$ cat src/hdl/tx_mod_pkg.sv
package tx_mod_pkg;

  // register indices; byte address is four times the index
  localparam logic [7:0] IDX_SYM0_HI    = 8'h4d;
  localparam logic [7:0] IDX_SYM0_LO    = 8'h4e;
  localparam logic [7:0] IDX_SYM1_HI    = 8'h4f;
  localparam logic [7:0] IDX_SYM1_LO    = 8'h50;
  localparam logic [7:0] IDX_SYM2       = 8'h51;
  localparam logic [7:0] IDX_SYM3       = 8'h52;
  localparam logic [7:0] IDX_LEN10      = 8'h53;
  localparam logic [7:0] IDX_LEN32      = 8'h54;
  localparam logic [7:0] IDX_BURST10    = 8'h55;
  localparam logic [7:0] IDX_MOD01      = 8'h56;
  localparam logic [7:0] IDX_MOD23      = 8'h57;
  localparam logic [7:0] IDX_BURST_LEN  = 8'h70;
  localparam logic [7:0] IDX_STATUS     = 8'h71;

  localparam int         NUM_REGS       = 12;
  localparam logic [3:0] SLOT_BURST_LEN = 4'hb;

  // writable bits of each stored register; reserved bits read zero
  localparam logic [7:0] MASK_FULL      = 8'hff;
  localparam logic [7:0] MASK_LEN32     = 8'h77;
  localparam logic [7:0] MASK_BURST10   = 8'h77;
  localparam logic [7:0] MASK_MOD       = 8'h7f;
  localparam logic [7:0] REG_RESET      = 8'h00;

  // modulation register fields
  localparam int MOD_MILLER_BIT  = 6;
  localparam int MOD_PULSE_LSB   = 4;
  localparam int MOD_INVERT_BIT  = 3;
  localparam int MOD_ENV_LSB     = 0;

  // burst control fields (symbol 0 low nibble, symbol 1 high nibble)
  localparam int BURST_EN_BIT    = 0;
  localparam int BURST_ONLY_BIT  = 1;
  localparam int BURST_TYPE_BIT  = 2;
  localparam int SYM1_FIELD_LSB  = 4;

  typedef struct packed {
    logic       miller;
    logic [1:0] pulse;
    logic       invert;
    logic [2:0] env;
  } mod_cfg_t;

  typedef enum logic [1:0] {
    PULSE_NONE    = 2'h0,
    PULSE_START   = 2'h1,
    PULSE_HALF    = 2'h2,
    PULSE_QUARTER = 2'h3
  } pulse_t;

  typedef enum logic [2:0] {
    ENV_DIRECT   = 3'h0,
    ENV_MANCH    = 3'h1,
    ENV_MANCH_SC = 3'h2,
    ENV_BPSK     = 3'h3,
    ENV_RZ_LATE  = 3'h4,
    ENV_RZ_ALT   = 3'h5
  } env_t;

  typedef struct packed {
    logic [1:0] code;
  } sym_item_t;

  // bit timing in clock cycles, four quarters per bit
  localparam logic [3:0] BIT_LAST_PHASE = 4'hf;
  localparam logic [1:0] QUARTER_FIRST  = 2'h0;
  localparam logic [1:0] QUARTER_THIRD  = 2'h2;
  localparam logic [1:0] QUARTER_FOURTH = 2'h3;

  localparam logic [1:0] RESP_OKAY   = 2'h0;
  localparam logic [1:0] RESP_SLVERR = 2'h2;

endpackage

$ cat src/hdl/sym_pair_buffer.sv
`timescale 1ns/100ps
module sym_pair_buffer (
  input  wire logic                  aclk,      // system clock
  input  wire logic                  aresetn,   // sync reset, active low
  input  wire tx_mod_pkg::sym_item_t in_data,   // item to store
  input  wire logic                  in_valid,  // item offered
  output logic                       in_ready,  // room for an item
  output tx_mod_pkg::sym_item_t      out_data,  // oldest item
  output logic                       out_valid, // item available
  input  wire logic                  out_ready  // consumer takes item
);

  tx_mod_pkg::sym_item_t mem_q [0:1];
  logic [1:0]            count_q;
  logic                  wr_ptr_q;
  logic                  rd_ptr_q;
  logic                  push;
  logic                  pop;
  logic [1:0]            count_d;

  assign push      = in_valid & in_ready;
  assign pop       = out_valid & out_ready;
  assign count_d   = count_q + {1'b0, push} - {1'b0, pop};
  assign out_data  = mem_q[rd_ptr_q];
  assign out_valid = (count_q != 2'h0);

  always_ff @(posedge aclk) begin
    if (!aresetn) begin
      count_q  <= 2'h0;
      wr_ptr_q <= 1'b0;
      rd_ptr_q <= 1'b0;
      in_ready <= 1'b0;
    end else begin
      count_q  <= count_d;
      in_ready <= (count_d != 2'h2);
      if (push) begin
        wr_ptr_q <= ~wr_ptr_q;
      end
      if (pop) begin
        rd_ptr_q <= ~rd_ptr_q;
      end
    end
  end

  always_ff @(posedge aclk) begin
    if (push) begin
      mem_q[wr_ptr_q] <= in_data;
    end
  end

endmodule

$ cat src/hdl/tx_symbol_modulation_encoder.sv
`timescale 1ns/100ps
// Function
// - miller enable on pair 0/1 applies modified miller pulses; only with pulse type 1h (the code applies them with any pulse type)
// - miller enable on pair 2/3 applies modified miller pulses; only with pulse type 1h (the code applies them with any pulse type)
// - pulse type picks none, bit start, third quarter or fourth quarter
// - invert bit of pair 0/1 inverts the output of symbols 0 and 1
// - invert bit of pair 2/3 inverts the output of symbols 2 and 3
// - pair 0/1 envelope: direct, manchester, subcarrier, bpsk, late return-to-zero
// - pair 2/3 envelope same, but code 5h pulses in the first half
// - pattern length is field plus one: 16 bits for 0/1, 8 for 2/3
// - burst-only symbol emits its burst and no pattern bits
module tx_symbol_modulation_encoder (
  input  wire logic                  aclk,      // system clock
  input  wire logic                  aresetn,   // sync reset, active low
  input  wire logic [11:0]           awaddr,    // write address
  input  wire logic [2:0]            awprot,    // unused
  input  wire logic                  awvalid,   // write address valid
  output logic                       awready,   // write address ready
  input  wire logic [31:0]           wdata,     // write data
  input  wire logic [3:0]            wstrb,     // byte enables
  input  wire logic                  wvalid,    // write data valid
  output logic                       wready,    // write data ready
  output logic [1:0]                 bresp,     // write response
  output logic                       bvalid,    // write response valid
  input  wire logic                  bready,    // write response ready
  input  wire logic [11:0]           araddr,    // read address
  input  wire logic [2:0]            arprot,    // unused
  input  wire logic                  arvalid,   // read address valid
  output logic                       arready,   // read address ready
  output logic [31:0]                rdata,     // read data
  output logic [1:0]                 rresp,     // read response
  output logic                       rvalid,    // read data valid
  input  wire logic                  rready,    // read data ready
  input  wire tx_mod_pkg::sym_item_t sym_data,  // symbol to send
  input  wire logic                  sym_valid, // symbol offered
  output logic                       sym_ready, // symbol accepted
  output logic                       mod_out,   // shaped transmit level
  output logic                       mod_active // a symbol is on air
);

  typedef enum logic [1:0] {
    ST_IDLE    = 2'b00,
    ST_BURST   = 2'b01,
    ST_PATTERN = 2'b10
  } enc_state_t;

  function automatic logic [3:0] slot_of(input logic [11:0] addr);
    logic [7:0] idx;
    idx = addr[9:2];
    if (idx == tx_mod_pkg::IDX_BURST_LEN) begin
      slot_of = tx_mod_pkg::SLOT_BURST_LEN;
    end else begin
      slot_of = 4'(idx - tx_mod_pkg::IDX_SYM0_HI);
    end
  endfunction

  function automatic logic mapped(input logic [11:0] addr, input logic with_status);
    logic [7:0] idx;
    idx = addr[9:2];
    mapped = (addr[11:10] == 2'h0) && (addr[1:0] == 2'h0) &&
             (((idx >= tx_mod_pkg::IDX_SYM0_HI) && (idx <= tx_mod_pkg::IDX_MOD23)) ||
              (idx == tx_mod_pkg::IDX_BURST_LEN) ||
              (with_status && (idx == tx_mod_pkg::IDX_STATUS)));
  endfunction

  function automatic logic [7:0] wmask(input logic [3:0] slot);
    case (slot)
      4'(tx_mod_pkg::IDX_LEN32 - tx_mod_pkg::IDX_SYM0_HI):   wmask = tx_mod_pkg::MASK_LEN32;
      4'(tx_mod_pkg::IDX_BURST10 - tx_mod_pkg::IDX_SYM0_HI): wmask = tx_mod_pkg::MASK_BURST10;
      4'(tx_mod_pkg::IDX_MOD01 - tx_mod_pkg::IDX_SYM0_HI):   wmask = tx_mod_pkg::MASK_MOD;
      4'(tx_mod_pkg::IDX_MOD23 - tx_mod_pkg::IDX_SYM0_HI):   wmask = tx_mod_pkg::MASK_MOD;
      default:                                               wmask = tx_mod_pkg::MASK_FULL;
    endcase
  endfunction

  // shapes one bit at a given phase of its period
  function automatic logic shape(input logic b, input logic prev, input logic pair23,
                                 input tx_mod_pkg::mod_cfg_t cfg, input logic [3:0] phase);
    logic       env;
    logic       second_half;
    logic [1:0] quarter;
    logic       subc;
    logic       window;
    second_half = phase[3];
    quarter     = phase[3:2];
    subc        = phase[1];
    case (cfg.env)
      tx_mod_pkg::ENV_DIRECT:   env = b;
      tx_mod_pkg::ENV_MANCH:    env = b ^ second_half;
      tx_mod_pkg::ENV_MANCH_SC: env = (b ^ second_half) & subc;
      tx_mod_pkg::ENV_BPSK:     env = b ^ subc;
      tx_mod_pkg::ENV_RZ_LATE:  env = b & second_half;
      tx_mod_pkg::ENV_RZ_ALT:   env = pair23 ? (b & ~second_half) : (b & second_half);
      default:                  env = 1'b0;
    endcase
    case (cfg.pulse)
      tx_mod_pkg::PULSE_START:   window = (quarter == tx_mod_pkg::QUARTER_FIRST);
      tx_mod_pkg::PULSE_HALF:    window = (quarter == tx_mod_pkg::QUARTER_THIRD);
      tx_mod_pkg::PULSE_QUARTER: window = (quarter == tx_mod_pkg::QUARTER_FOURTH);
      default:                   window = 1'b1;
    endcase
    if (cfg.miller) begin
      // one pulses mid bit, zero after zero pulses at start, zero after one none
      window = b ? (quarter == tx_mod_pkg::QUARTER_THIRD)
                 : (~prev & (quarter == tx_mod_pkg::QUARTER_FIRST));
      shape  = window;
    end else if (cfg.pulse == tx_mod_pkg::PULSE_NONE) begin
      shape = env;
    end else begin
      shape = env & window;
    end
    if (cfg.env > tx_mod_pkg::ENV_RZ_ALT) begin
      shape = 1'b0;
    end
    shape = shape ^ cfg.invert;
  endfunction

  logic [7:0]            regs_q [0:tx_mod_pkg::NUM_REGS-1];
  logic                  aw_have_q;
  logic                  w_have_q;
  logic [11:0]           waddr_q;
  logic [31:0]           wdata_q;
  logic [3:0]            wstrb_q;
  logic                  aw_take;
  logic                  w_take;
  logic                  do_write;
  logic                  ar_take;
  logic                  aw_have_d;
  logic                  w_have_d;
  logic                  bvalid_d;
  logic                  rvalid_d;
  logic [3:0]            wslot;
  logic [3:0]            rslot;
  logic [7:0]            rbyte;
  logic                  wr_ok;
  logic                  rd_ok;

  enc_state_t            state_q;
  tx_mod_pkg::sym_item_t buf_data;
  logic                  buf_valid;
  logic                  take_sym;
  logic [1:0]            code_q;
  logic [15:0]           pattern_q;
  logic [3:0]            count_q;
  logic [3:0]            phase_q;
  logic                  prev_bit_q;
  logic                  pair23;
  logic                  cur_bit;
  logic                  bit_end;
  tx_mod_pkg::mod_cfg_t  cfg;

  logic [15:0]           sel_pattern;
  logic [3:0]            sel_len;
  logic [3:0]            sel_burst;
  logic                  sel_burst_en;
  logic                  sel_burst_only;

  // register bus
  assign aw_take   = awvalid & awready;
  assign w_take    = wvalid & wready;
  assign aw_have_d = (aw_have_q | aw_take) & ~do_write;
  assign w_have_d  = (w_have_q | w_take) & ~do_write;
  assign do_write  = aw_have_q & w_have_q & ~bvalid;
  assign bvalid_d  = do_write | (bvalid & ~bready);
  assign ar_take   = arvalid & arready;
  assign rvalid_d  = ar_take | (rvalid & ~rready);
  assign wslot     = slot_of(waddr_q);
  assign rslot     = slot_of(araddr);
  assign wr_ok     = mapped(waddr_q, 1'b0);
  assign rd_ok     = mapped(araddr, 1'b1);
  assign rbyte     = (araddr[9:2] == tx_mod_pkg::IDX_STATUS) ?
                     {5'h00, ~sym_ready, buf_valid, mod_active} : regs_q[rslot];

  always_ff @(posedge aclk) begin
    if (!aresetn) begin
      aw_have_q <= 1'b0;
      w_have_q  <= 1'b0;
      awready   <= 1'b0;
      wready    <= 1'b0;
      bvalid    <= 1'b0;
      bresp     <= tx_mod_pkg::RESP_OKAY;
      arready   <= 1'b0;
      rvalid    <= 1'b0;
      rresp     <= tx_mod_pkg::RESP_OKAY;
      rdata     <= 32'h0000_0000;
    end else begin
      aw_have_q <= aw_have_d;
      w_have_q  <= w_have_d;
      awready   <= ~aw_have_d & ~bvalid_d;
      wready    <= ~w_have_d & ~bvalid_d;
      bvalid    <= bvalid_d;
      arready   <= ~rvalid_d;
      rvalid    <= rvalid_d;
      if (do_write) begin
        bresp <= wr_ok ? tx_mod_pkg::RESP_OKAY : tx_mod_pkg::RESP_SLVERR;
      end
      if (ar_take) begin
        rresp <= rd_ok ? tx_mod_pkg::RESP_OKAY : tx_mod_pkg::RESP_SLVERR;
        rdata <= rd_ok ? {24'h000000, rbyte} : 32'h0000_0000;
      end
    end
  end

  always_ff @(posedge aclk) begin
    if (aw_take) begin
      waddr_q <= awaddr;
    end
    if (w_take) begin
      wdata_q <= wdata;
      wstrb_q <= wstrb;
    end
  end

  always_ff @(posedge aclk) begin
    if (!aresetn) begin
      for (int i = 0; i < tx_mod_pkg::NUM_REGS; i++) begin
        regs_q[i] <= tx_mod_pkg::REG_RESET;
      end
    end else if (do_write && wr_ok && wstrb_q[0]) begin
      regs_q[wslot] <= wdata_q[7:0] & wmask(wslot);
    end
  end

  // symbol stream
  sym_pair_buffer u_buffer (
    .aclk      (aclk),
    .aresetn   (aresetn),
    .in_data   (sym_data),
    .in_valid  (sym_valid),
    .in_ready  (sym_ready),
    .out_data  (buf_data),
    .out_valid (buf_valid),
    .out_ready (take_sym)
  );

  assign take_sym = (state_q == ST_IDLE) & buf_valid;

  always_comb begin
    sel_pattern    = 16'h0000;
    sel_len        = 4'h0;
    sel_burst_en   = 1'b0;
    sel_burst_only = 1'b0;
    case (buf_data.code)
      2'h0: begin
        sel_pattern    = {regs_q[0], regs_q[1]};
        sel_len        = regs_q[6][3:0];
        sel_burst_en   = regs_q[8][tx_mod_pkg::BURST_EN_BIT];
        sel_burst_only = regs_q[8][tx_mod_pkg::BURST_ONLY_BIT];
      end
      2'h1: begin
        sel_pattern    = {regs_q[2], regs_q[3]};
        sel_len        = regs_q[6][7:4];
        sel_burst_en   = regs_q[8][tx_mod_pkg::SYM1_FIELD_LSB + tx_mod_pkg::BURST_EN_BIT];
        sel_burst_only = regs_q[8][tx_mod_pkg::SYM1_FIELD_LSB + tx_mod_pkg::BURST_ONLY_BIT];
      end
      2'h2: begin
        sel_pattern = {8'h00, regs_q[4]};
        sel_len     = {1'b0, regs_q[7][2:0]};
      end
      default: begin
        sel_pattern = {8'h00, regs_q[5]};
        sel_len     = {1'b0, regs_q[7][6:4]};
      end
    endcase
  end

  assign sel_burst = buf_data.code[0] ? regs_q[tx_mod_pkg::SLOT_BURST_LEN][7:4]
                                      : regs_q[tx_mod_pkg::SLOT_BURST_LEN][3:0];
  assign pair23    = code_q[1];
  assign cfg       = pair23 ? tx_mod_pkg::mod_cfg_t'(regs_q[10][6:0])
                            : tx_mod_pkg::mod_cfg_t'(regs_q[9][6:0]);
  assign cur_bit   = (state_q == ST_BURST) ?
                     regs_q[8][{code_q[0], 2'h0} + 3'(tx_mod_pkg::BURST_TYPE_BIT)] :
                     pattern_q[count_q];
  assign bit_end   = (phase_q == tx_mod_pkg::BIT_LAST_PHASE);

  always_ff @(posedge aclk) begin
    if (!aresetn) begin
      state_q    <= ST_IDLE;
      code_q     <= 2'h0;
      pattern_q  <= 16'h0000;
      count_q    <= 4'h0;
      phase_q    <= 4'h0;
      prev_bit_q <= 1'b0;
      mod_out    <= 1'b0;
      mod_active <= 1'b0;
    end else begin
      case (state_q)
        ST_IDLE: begin
          phase_q    <= 4'h0;
          mod_out    <= 1'b0;
          mod_active <= 1'b0;
          if (take_sym) begin
            code_q    <= buf_data.code;
            pattern_q <= sel_pattern;
            if (sel_burst_en) begin
              state_q <= ST_BURST;
              count_q <= sel_burst;
            end else if (!sel_burst_only) begin
              state_q <= ST_PATTERN;
              count_q <= sel_len;
            end
          end
        end
        ST_BURST, ST_PATTERN: begin
          mod_active <= 1'b1;
          mod_out    <= shape(cur_bit, prev_bit_q, pair23, cfg, phase_q);
          phase_q    <= phase_q + 4'h1;
          if (bit_end) begin
            prev_bit_q <= cur_bit;
            if (count_q != 4'h0) begin
              count_q <= count_q - 4'h1;
            end else if (state_q == ST_BURST && !regs_q[8][{code_q[0], 2'h0} +
                                                       3'(tx_mod_pkg::BURST_ONLY_BIT)]) begin
              state_q <= ST_PATTERN;
              count_q <= code_q[1] ? {1'b0, code_q[0] ? regs_q[7][6:4] : regs_q[7][2:0]}
                                   : (code_q[0] ? regs_q[6][7:4] : regs_q[6][3:0]);
            end else begin
              state_q <= ST_IDLE;
            end
          end
        end
        default: begin
          state_q <= ST_IDLE;
        end
      endcase
    end
  end

endmodule

$ cat config.mk
export PLATFORM = sky130hd
export DESIGN_NAME = tx_symbol_modulation_encoder
export DESIGN_NICKNAME = d
export VERILOG_FILES = /design/src/hdl/tx_mod_pkg.sv /design/src/hdl/sym_pair_buffer.sv /design/src/hdl/tx_symbol_modulation_encoder.sv
export SDC_FILE = /design/constraint.sdc
export NUM_CORES = 1
export LEC_CHECK = 0
export BUFFER_PORTS_ARGS = -buffer_cell sky130_fd_sc_hd__buf_2
export CORE_MARGIN = 2
export CORE_UTILIZATION = 40
export CTS_CLUSTER_DIAMETER = 120
export DETAILED_ROUTE_END_ITERATION = 10
export GPL_ROUTABILITY_DRIVEN = 0
export PLACE_DENSITY_LB_ADDON = 0.1
export REMOVE_ABC_BUFFERS = 1
export SETUP_SLACK_MARGIN = 0.15
export SLEW_MARGIN = 0
export SYNTH_ARGS = -nofsm -noshare
export SYNTH_HDL_FRONTEND = slang
export SYNTH_SLANG_ARGS = --single-unit
$ cat constraint.sdc
create_clock -name aclk -period 3.8 [get_ports aclk]
set_input_delay 0.19 -clock aclk [delete_from_list [all_inputs] [get_ports aclk]]
set_output_delay 0.19 -clock aclk [all_outputs]
set_load 0.005 [all_outputs]
== After elaboration in Yosys (flattened, before gate mapping) ==
Memory sizes are Yosys's and may differ from the RTL's. A register that Yosys moved wholly into a read port is not among the register bits.
Index checks and enable logic that the tools add are counted.

* Bits in registers: 100
* Bits in latches: 0
* Bits in writable memories: 100
* ROM bits: 0
* Bits of input ports: 76
* Output and inout bits: 44
* Logic and storage cells: 210
* Memories: 2

* $add $sub $neg: 8
* $mul: 0
* Div/mod/pow operators: 0
* Magnitude comparators: 8
* Eq/ne operators: 28
* Shift-type cells: 0
* Mux-type cells: 66
* Bitwise gates (word level): 40
* Reductions and logical operators: 33

{| class="wikitable"
|+ Memories
! memory !! depth !! width !! read ports !! clocked after Yosys merged registers in !! write ports !! line !! text
|-
| regs_q || 12 || 8 || 13 || 0 || 12 || tx_symbol_modulation_encoder.sv:118 || <nowiki>logic [7:0] regs_q [0:tx_mod_pkg::NUM_REGS-1];</nowiki>
|-
| u_buffer.mem_q || 2 || 2 || 1 || 1 || 1 || sym_pair_buffer.sv:13 || <nowiki>tx_mod_pkg::sym_item_t mem_q [0:1];</nowiki>
|}

{| class="wikitable"
|+ Operators by type and width
! kind !! number
|-
| 2-to-1 mux 4 bit || 12
|-
| case mux 16 bit (3 select lines) || 1
|-
| 2-to-1 mux 8 bit || 5
|-
| equality test 8 x 7 -> 1 bit, second input constant || 3
|-
| 2-to-1 mux 1 bit || 24
|-
| bitwise AND 1 bit || 19
|-
| equality test 4 bit, second input constant || 4
|-
| greater-or-equal comparator 8 x 7 -> 1 bit, second input constant || 2
|-
| less-or-equal comparator 8 x 7 -> 1 bit, second input constant || 2
|-
| zero test 2 bit || 8
|-
| 2-to-1 mux 2 bit || 8
|-
| case mux 4 bit (2 select lines) || 2
|-
| case mux 8 bit (2 select lines) || 1
|-
| inverter 1 bit || 13
|-
| equality test 2 bit, second input constant || 6
|-
| case mux 4 bit (3 select lines) || 1
|-
| logical AND 1 bit || 9
|-
| bitwise AND 8 bit || 1
|-
| < comparator 3 x 4 -> 1 bit, second input constant || 2
|-
| case mux 1 bit (2 select lines) || 4
|-
| OR reduction 8 bit || 1
|-
| subtractor 4 bit, second input constant || 2
|-
| 2-to-1 mux 7 bit || 1
|-
| binary-select mux 1 bit (select 3 bit) || 2
|-
| other kinds (32) || 50
|}

== Longest topological paths before layout ==
* Word-level depth: 17
* Depth in mapped cells: 15
* Gate-level depth less buffers: 12

== By module ==
A second synthesis with hierarchy kept.

* Cell total of the unflattened synthesis: 960
* Area, all modules: 11059.4 um^2

{| class="wikitable"
|+ By module, submodules not included
! module !! instances !! cells each !! area each (um^2) !! sequential area each (um^2)
|-
| tx_symbol_modulation_encoder || 1 || 922 || 10602.7 || 5435.2
|-
| sym_pair_buffer || 1 || 38 || 456.7 || 240.2
|}

== Worst setup path before layout ==
Ideal clock, no wire load.

* Kind: input -> register
* Start point: input port araddr[2]
* End point: register rdata[6]
* Setup time: 0.072 ns
* Arrival: 3.032 ns
* Required time: 3.728 ns
* Setup slack: 0.696 ns
* Cell stages on the path: 15
* Buffers on the path: 6
* Cell sequence: clkbuf_1 -> inv_1 -> clkbuf_1 -> buf_1 -> ha_1 -> inv_1 -> or4_4 -> buf_6 -> and2_4 -> buf_6 -> buf_6 -> a221o_1 -> a41oi_1 -> nor3_1 -> o21ai_1

* Cells in the longest elaborated chain, start to end: 6
* Elaborated cells between the ends (all ways): 13
* Classes of those cells: add/sub (1); order compare (2); eq/ne (2); mux (3); reduce/logical (4); memory (1)

{| class="wikitable"
|+ RTL lines
! element !! line !! text
|-
| from (decl) || tx_symbol_modulation_encoder.sv:26 || <nowiki>input wire logic [11:0] araddr,</nowiki>
|-
| parallel branches: the longest is 5 deep, another holds memory read (12 x 8 bit) || - ||
|-
| 2-to-1 mux 8 bit * || tx_symbol_modulation_encoder.sv:199 || <nowiki>rdata <= rd_ok ? {24'h000000, rbyte} : 32'h0000_0000;</nowiki>
|-
| to (signal assigned) || tx_symbol_modulation_encoder.sv:199 ||
|-
| to (decl) || tx_symbol_modulation_encoder.sv:30 || <nowiki>output logic [31:0] rdata,</nowiki>
|}

Every way passes the cells marked *.
A chain may end at the register's enable or synchronous reset.

== Worst setup path in the final report ==
* Start point: register count_q[0]
* End point: register mod_out

* Cells in the longest elaborated chain, start to end: 16
* Elaborated cells between the ends (all ways): 21
* Classes of those cells: mux (14); bitwise (7)

{| class="wikitable"
|+ RTL lines
! element !! line !! text
|-
| from (decl) || tx_symbol_modulation_encoder.sv:144 || <nowiki>logic [3:0] count_q;</nowiki>
|-
| from (signal assigned) || tx_symbol_modulation_encoder.sv:298 || <nowiki>count_q <= sel_burst;</nowiki>
|-
| from (signal assigned) || tx_symbol_modulation_encoder.sv:301 || <nowiki>count_q <= sel_len;</nowiki>
|-
| from (signal assigned) || tx_symbol_modulation_encoder.sv:312 || <nowiki>count_q <= count_q - 4'h1;</nowiki>
|-
| binary-select mux 1 bit (select 4 bit) * || tx_symbol_modulation_encoder.sv:274 || <nowiki>pattern_q[count_q];</nowiki>
|-
| 2-to-1 mux 1 bit (not written as such) * || tx_symbol_modulation_encoder.sv:274 ||
|-
| 2-to-1 mux 1 bit * || tx_symbol_modulation_encoder.sv:272 || <nowiki>assign cur_bit = (state_q == ST_BURST) ?</nowiki>
|-
| via cur_bit || tx_symbol_modulation_encoder.sv:148 || <nowiki>logic cur_bit;</nowiki>
|-
| bitwise AND 1 bit (tied with other cells) || tx_symbol_modulation_encoder.sv:92, tx_symbol_modulation_encoder.sv:93 ||
|-
| 2-to-1 mux 1 bit or bitwise AND 1 bit (tied branches) || tx_symbol_modulation_encoder.sv:93, tx_symbol_modulation_encoder.sv:90 ||
|-
| case mux 1 bit (6 select lines) || tx_symbol_modulation_encoder.sv:87 || <nowiki>case (cfg.env)</nowiki>
|-
| 2-to-1 mux 1 bit || tx_symbol_modulation_encoder.sv:288 || <nowiki>case (state_q)</nowiki>
|-
| 2-to-1 mux 1 bit || tx_symbol_modulation_encoder.sv:278 || <nowiki>if (!aresetn) begin</nowiki>
|-
| bitwise AND 1 bit || tx_symbol_modulation_encoder.sv:110 || <nowiki>shape = env & window;</nowiki>
|-
| 2-to-1 mux 1 bit || tx_symbol_modulation_encoder.sv:107 || <nowiki>end else if (cfg.pulse == tx_mod_pkg::PULSE_NONE) begin</nowiki>
|-
| 2-to-1 mux 1 bit * || tx_symbol_modulation_encoder.sv:102 || <nowiki>if (cfg.miller) begin</nowiki>
|-
| 2-to-1 mux 1 bit * || tx_symbol_modulation_encoder.sv:112 || <nowiki>if (cfg.env > tx_mod_pkg::ENV_RZ_ALT) begin</nowiki>
|-
| 2-to-1 mux 1 bit * || tx_symbol_modulation_encoder.sv:288 ||
|-
| 2-to-1 mux 1 bit * || tx_symbol_modulation_encoder.sv:278 ||
|-
| bitwise XOR 1 bit * || tx_symbol_modulation_encoder.sv:115 || <nowiki>shape = shape ^ cfg.invert;</nowiki>
|-
| case mux 1 bit (2 select lines) * || tx_symbol_modulation_encoder.sv:288 ||
|-
| to (signal assigned) || tx_symbol_modulation_encoder.sv:307 || <nowiki>mod_out <= shape(cur_bit, prev_bit_q, pair23, cfg, phase_q);</nowiki>
|-
| to (decl) || tx_symbol_modulation_encoder.sv:37 || <nowiki>output logic mod_out,</nowiki>
|}

Mark *: on every way through the listed nets, which the timed path passes. The rest lies on a longest branch. The select of a mux whose other input is x is not followed.

==> impl_metrics.env <==
export IMPL_min_period_over_period=0.771
export IMPL_ys_ff_latch=207
export IMPL_tightest_slew_ps=1010
export IMPL_critPathSlowestCell="mux4_2"
export IMPL_num_vias=8036
export IMPL_cts_root_buf="clkbuf_16"
export IMPL_fin_crit_ps=2930
export IMPL_start_kind="register"
export IMPL_hpwl_um=21200
export IMPL_finalHoldViolCount=0
export IMPL_hold_path_class="input pin to register"
export IMPL_synth_most_common_cell="edfxtp_1"
export IMPL_die_height_um=168
export IMPL_wl_per_cell_um=20.2
export IMPL_synthSimpleGateAreaFrac=0.193
export IMPL_crit_path_end_kind="register"
export IMPL_critical_path_class="register to register"
export IMPL_antenna_found_initial=0
export IMPL_io_pins=120
export IMPL_leakage_nw=4.87
export IMPL_synth_ff_type="edfxtp_1"
export IMPL_finalInstanceArea_um2=12500
export IMPL_routed_wl_um=30000
export IMPL_cts_clk_slew_worst_paths_ps=60
export IMPL_synth_area_um2=10800
export IMPL_syn_avg_cell_area_um2=10.5
export IMPL_grt_max_degree=62
export IMPL_drv_slew=0
export IMPL_synthTopCellsByArea="edfxtp_1 (43%), dfxtp_1 (10%), mux2i_1 (4.6%)"
export IMPL_cts_sinks=207
export IMPL_grt_pass1_wl_um=45900
export IMPL_dieArea_um2=28200
export IMPL_max_cap_violations=0
export IMPL_tritoncts="yes"
export IMPL_synth_top_family_by_area="simple AND/OR/NAND/NOR gates"
export IMPL_synthXorXnorAreaFrac=0.00732
export IMPL_initial_utilization=0.403
export IMPL_post_cts_resized=0
export IMPL_status="completed"
export IMPL_synth_mux_area_frac=0.0747
export IMPL_grt_overflow_total=0
export IMPL_clock_fmax_mhz=341
export IMPL_nNetsFinal=1215
export IMPL_coreArea_um2=26700
export IMPL_rsz0062_at_grt="no"
export IMPL_grt_util_all_layers=0.213
export IMPL_critical_path_cell_chain="mux4_2, o2111ai_1, nand3_1, ha_1, a22oi_1, nor3_1, mux2i_1, a22oi_1, mux2_1"
export IMPL_synth_top_area_share=0.427
export IMPL_synth_compound_area_frac=0.128
export IMPL_slowest_delay_ps=540
export IMPL_vias_per_cell=5.40
export IMPL_htreeDepth=1
export IMPL_yosysTopAreaCell="edfxtp_1"
export IMPL_drt_iter0_markers=614
export IMPL_die_w_um=168
export IMPL_power_density_nw_per_um2=542
export IMPL_yosys_warnings=0
export IMPL_finalSetupViolations=0
export IMPL_cp_common_cell="a22oi_1"
export IMPL_ys_top_cells_by_count="edfxtp_1 (153), nand2_1 (129), and2_1 (57)"
export IMPL_rows=60
export IMPL_synth_fa_ha_area_frac=0.0128
export IMPL_synth_yosys_seq_area_share=0.527
export IMPL_async_flop_share=0
export IMPL_grt_pass1_vias=7721
export IMPL_cts_buffers=25
export IMPL_area_growth_pct=15.9
export IMPL_arrival_ps=3340
export IMPL_n_fill_cell=2538
export IMPL_port_buffers=60
export IMPL_setup_tns_ps=0
export IMPL_insertion_delay_ps=550
export IMPL_syn_inst=1026
export IMPL_ir_worst_vdd_mv=0.320
export IMPL_relSlewSlack=0.324
export IMPL_antenna_left=0
export IMPL_worstPathRequired_ps=4210
export IMPL_clockBufferDepth=3
export IMPL_drc=0
export IMPL_placed_cell_area_um2=11400
export IMPL_r2r_setup_slack_ps=870
export IMPL_n_antenna_cell=0
export IMPL_drive_gt1_frac=0.133
export IMPL_path_max_fanout=8
export IMPL_skew_ps=26.2
export IMPL_synthDistinctLibCells=66
export IMPL_first_pass_iters=5
export IMPL_power_total_mw=6.77
export IMPL_synth_edf_count=153
==> final timing paths <==
path                    from  endpoint  cells past startpoint
setup / recovery  count_q[0]   mod_out                      9
hold / removal       arvalid  rresp[1]                      3
setup reg to reg  count_q[0]   mod_out                      9
hold reg to reg     rdata[6]  rdata[6]                      2
==> metrics by stage <==
| stage | utilization | worst slack (ps) | cells | hold slack, ps |
|---|---|---|---|---|
| global route | 0.467 | 554 | 1488 | 38.1 |
| global placement | 0.427 | 832 | 1417 | 367 |
| detailed placement | 0.427 | 812 | 1417 | 368 |
| CTS | 0.467 | 802 | 1488 | 8.07 |
| finish | 0.467 | 868 | 1488 | 17.5 |
| floorplan | - | 642 | 995 | 289 |
==> where the power goes <==
group	switching [mW]	internal [mW]	total [mW]
clock	0.974	1.40	2.37
combinational	0.932	0.635	1.57
sequential	0.213	2.62	2.83
total	2.12	4.65	6.77
==> worst max-delay path, delay by kind of cell, from the launching register on <==
| kind | cells | cell delay (ps) |
|---|---|---|
| DFF | 1 | 510 |
| AOI/OAI and AO/OA | 3 | 480 |
| muxes | 3 | 980 |
| adders and majority gates | 1 | 410 |
| and+or+nand+nor | 2 | 440 |
==> metal layers <==
metal / vias to the layer above / track usage / wire [um]
met5: - / 0 / 0
met4: 0 / 0.0765 / 1100
met3: 51 / 0.0280 / 1640
met2: 240 / 0.329 / 13100
met1: 3877 / 0.308 / 14200
li1: 3868 / - / -
==> state kept, by name, indices dropped and copies added, names as in the netlist, 2 cells and up, named ones only <==
| register | count |
|---|---|
| code_q | 2 |
| count_q | 4 |
| pattern_q | 16 |
| phase_q | 4 |
| rdata | 8 |
| regs_q | 128 |
| state_q | 2 |
| u_buffer.count_q | 2 |
| u_buffer.mem_q | 4 |
| waddr_q | 12 |
| wdata_q | 8 |
==> cell usage in the layout, fill, tap and decap left out, drive strengths merged, types with 5 or more instances in the layout <==
| cell type | n |
|---|---|
| dlygate4sd3 | 25 |
| xor2 | 5 |
| and2 | 58 |
| nor3b | 12 |
| a21boi | 5 |
| dfxtp | 54 |
| a22oi | 20 |
| and3 | 39 |
| inv | 34 |
| nor3 | 23 |
| nor2 | 50 |
| a221o | 5 |
| ha | 11 |
| a311oi | 13 |
| nand2 | 129 |
| mux2 | 17 |
| o211ai | 13 |
| nand3b | 15 |
| a211oi | 5 |
| conb | 64 |
| clkbuf | 34 |
| a21oi | 19 |
| a31oi | 7 |
| o21ai | 46 |
| mux4 | 5 |
| a221oi | 9 |
| mux2i | 50 |
| edfxtp | 153 |
| nand3 | 18 |
| o311ai | 6 |
| clkinv | 7 |
| buf | 81 |
| nor2b | 31 |
| o22ai | 14 |
| nand2b | 13 |
==> what timing repair did <==
| item | 4_1_cts | 5_1_grt |
|---|---|---|
| hold buffers | 25 | 0 |
| setup buffers | 0 | 0 |
| hold endpoints to repair | 27 | 0 |
==> cell type report <==
type                       instances  area (um^2)  share of cell area
clock buffer                      34          679              0.0544
clock inverter                    12          134              0.0107
inverter                          34          128              0.0102
multi-input combinational        754         4730               0.379
sequential                       207         5680               0.455
tap                              341          427              0.0342
timing repair buffer             106          708              0.0567
==> kinds of logic after synthesis <==
family                     after synthesis
buffers and inverters                  128
xor gates and xnor gates                 9
other                                    1
DFF                                    207
AOI/OAI and AO/OA                      194
muxes                                   72
adders and majority gates               11
and+or+nand+nor                        404
Power figures use the tool's default switching activity.
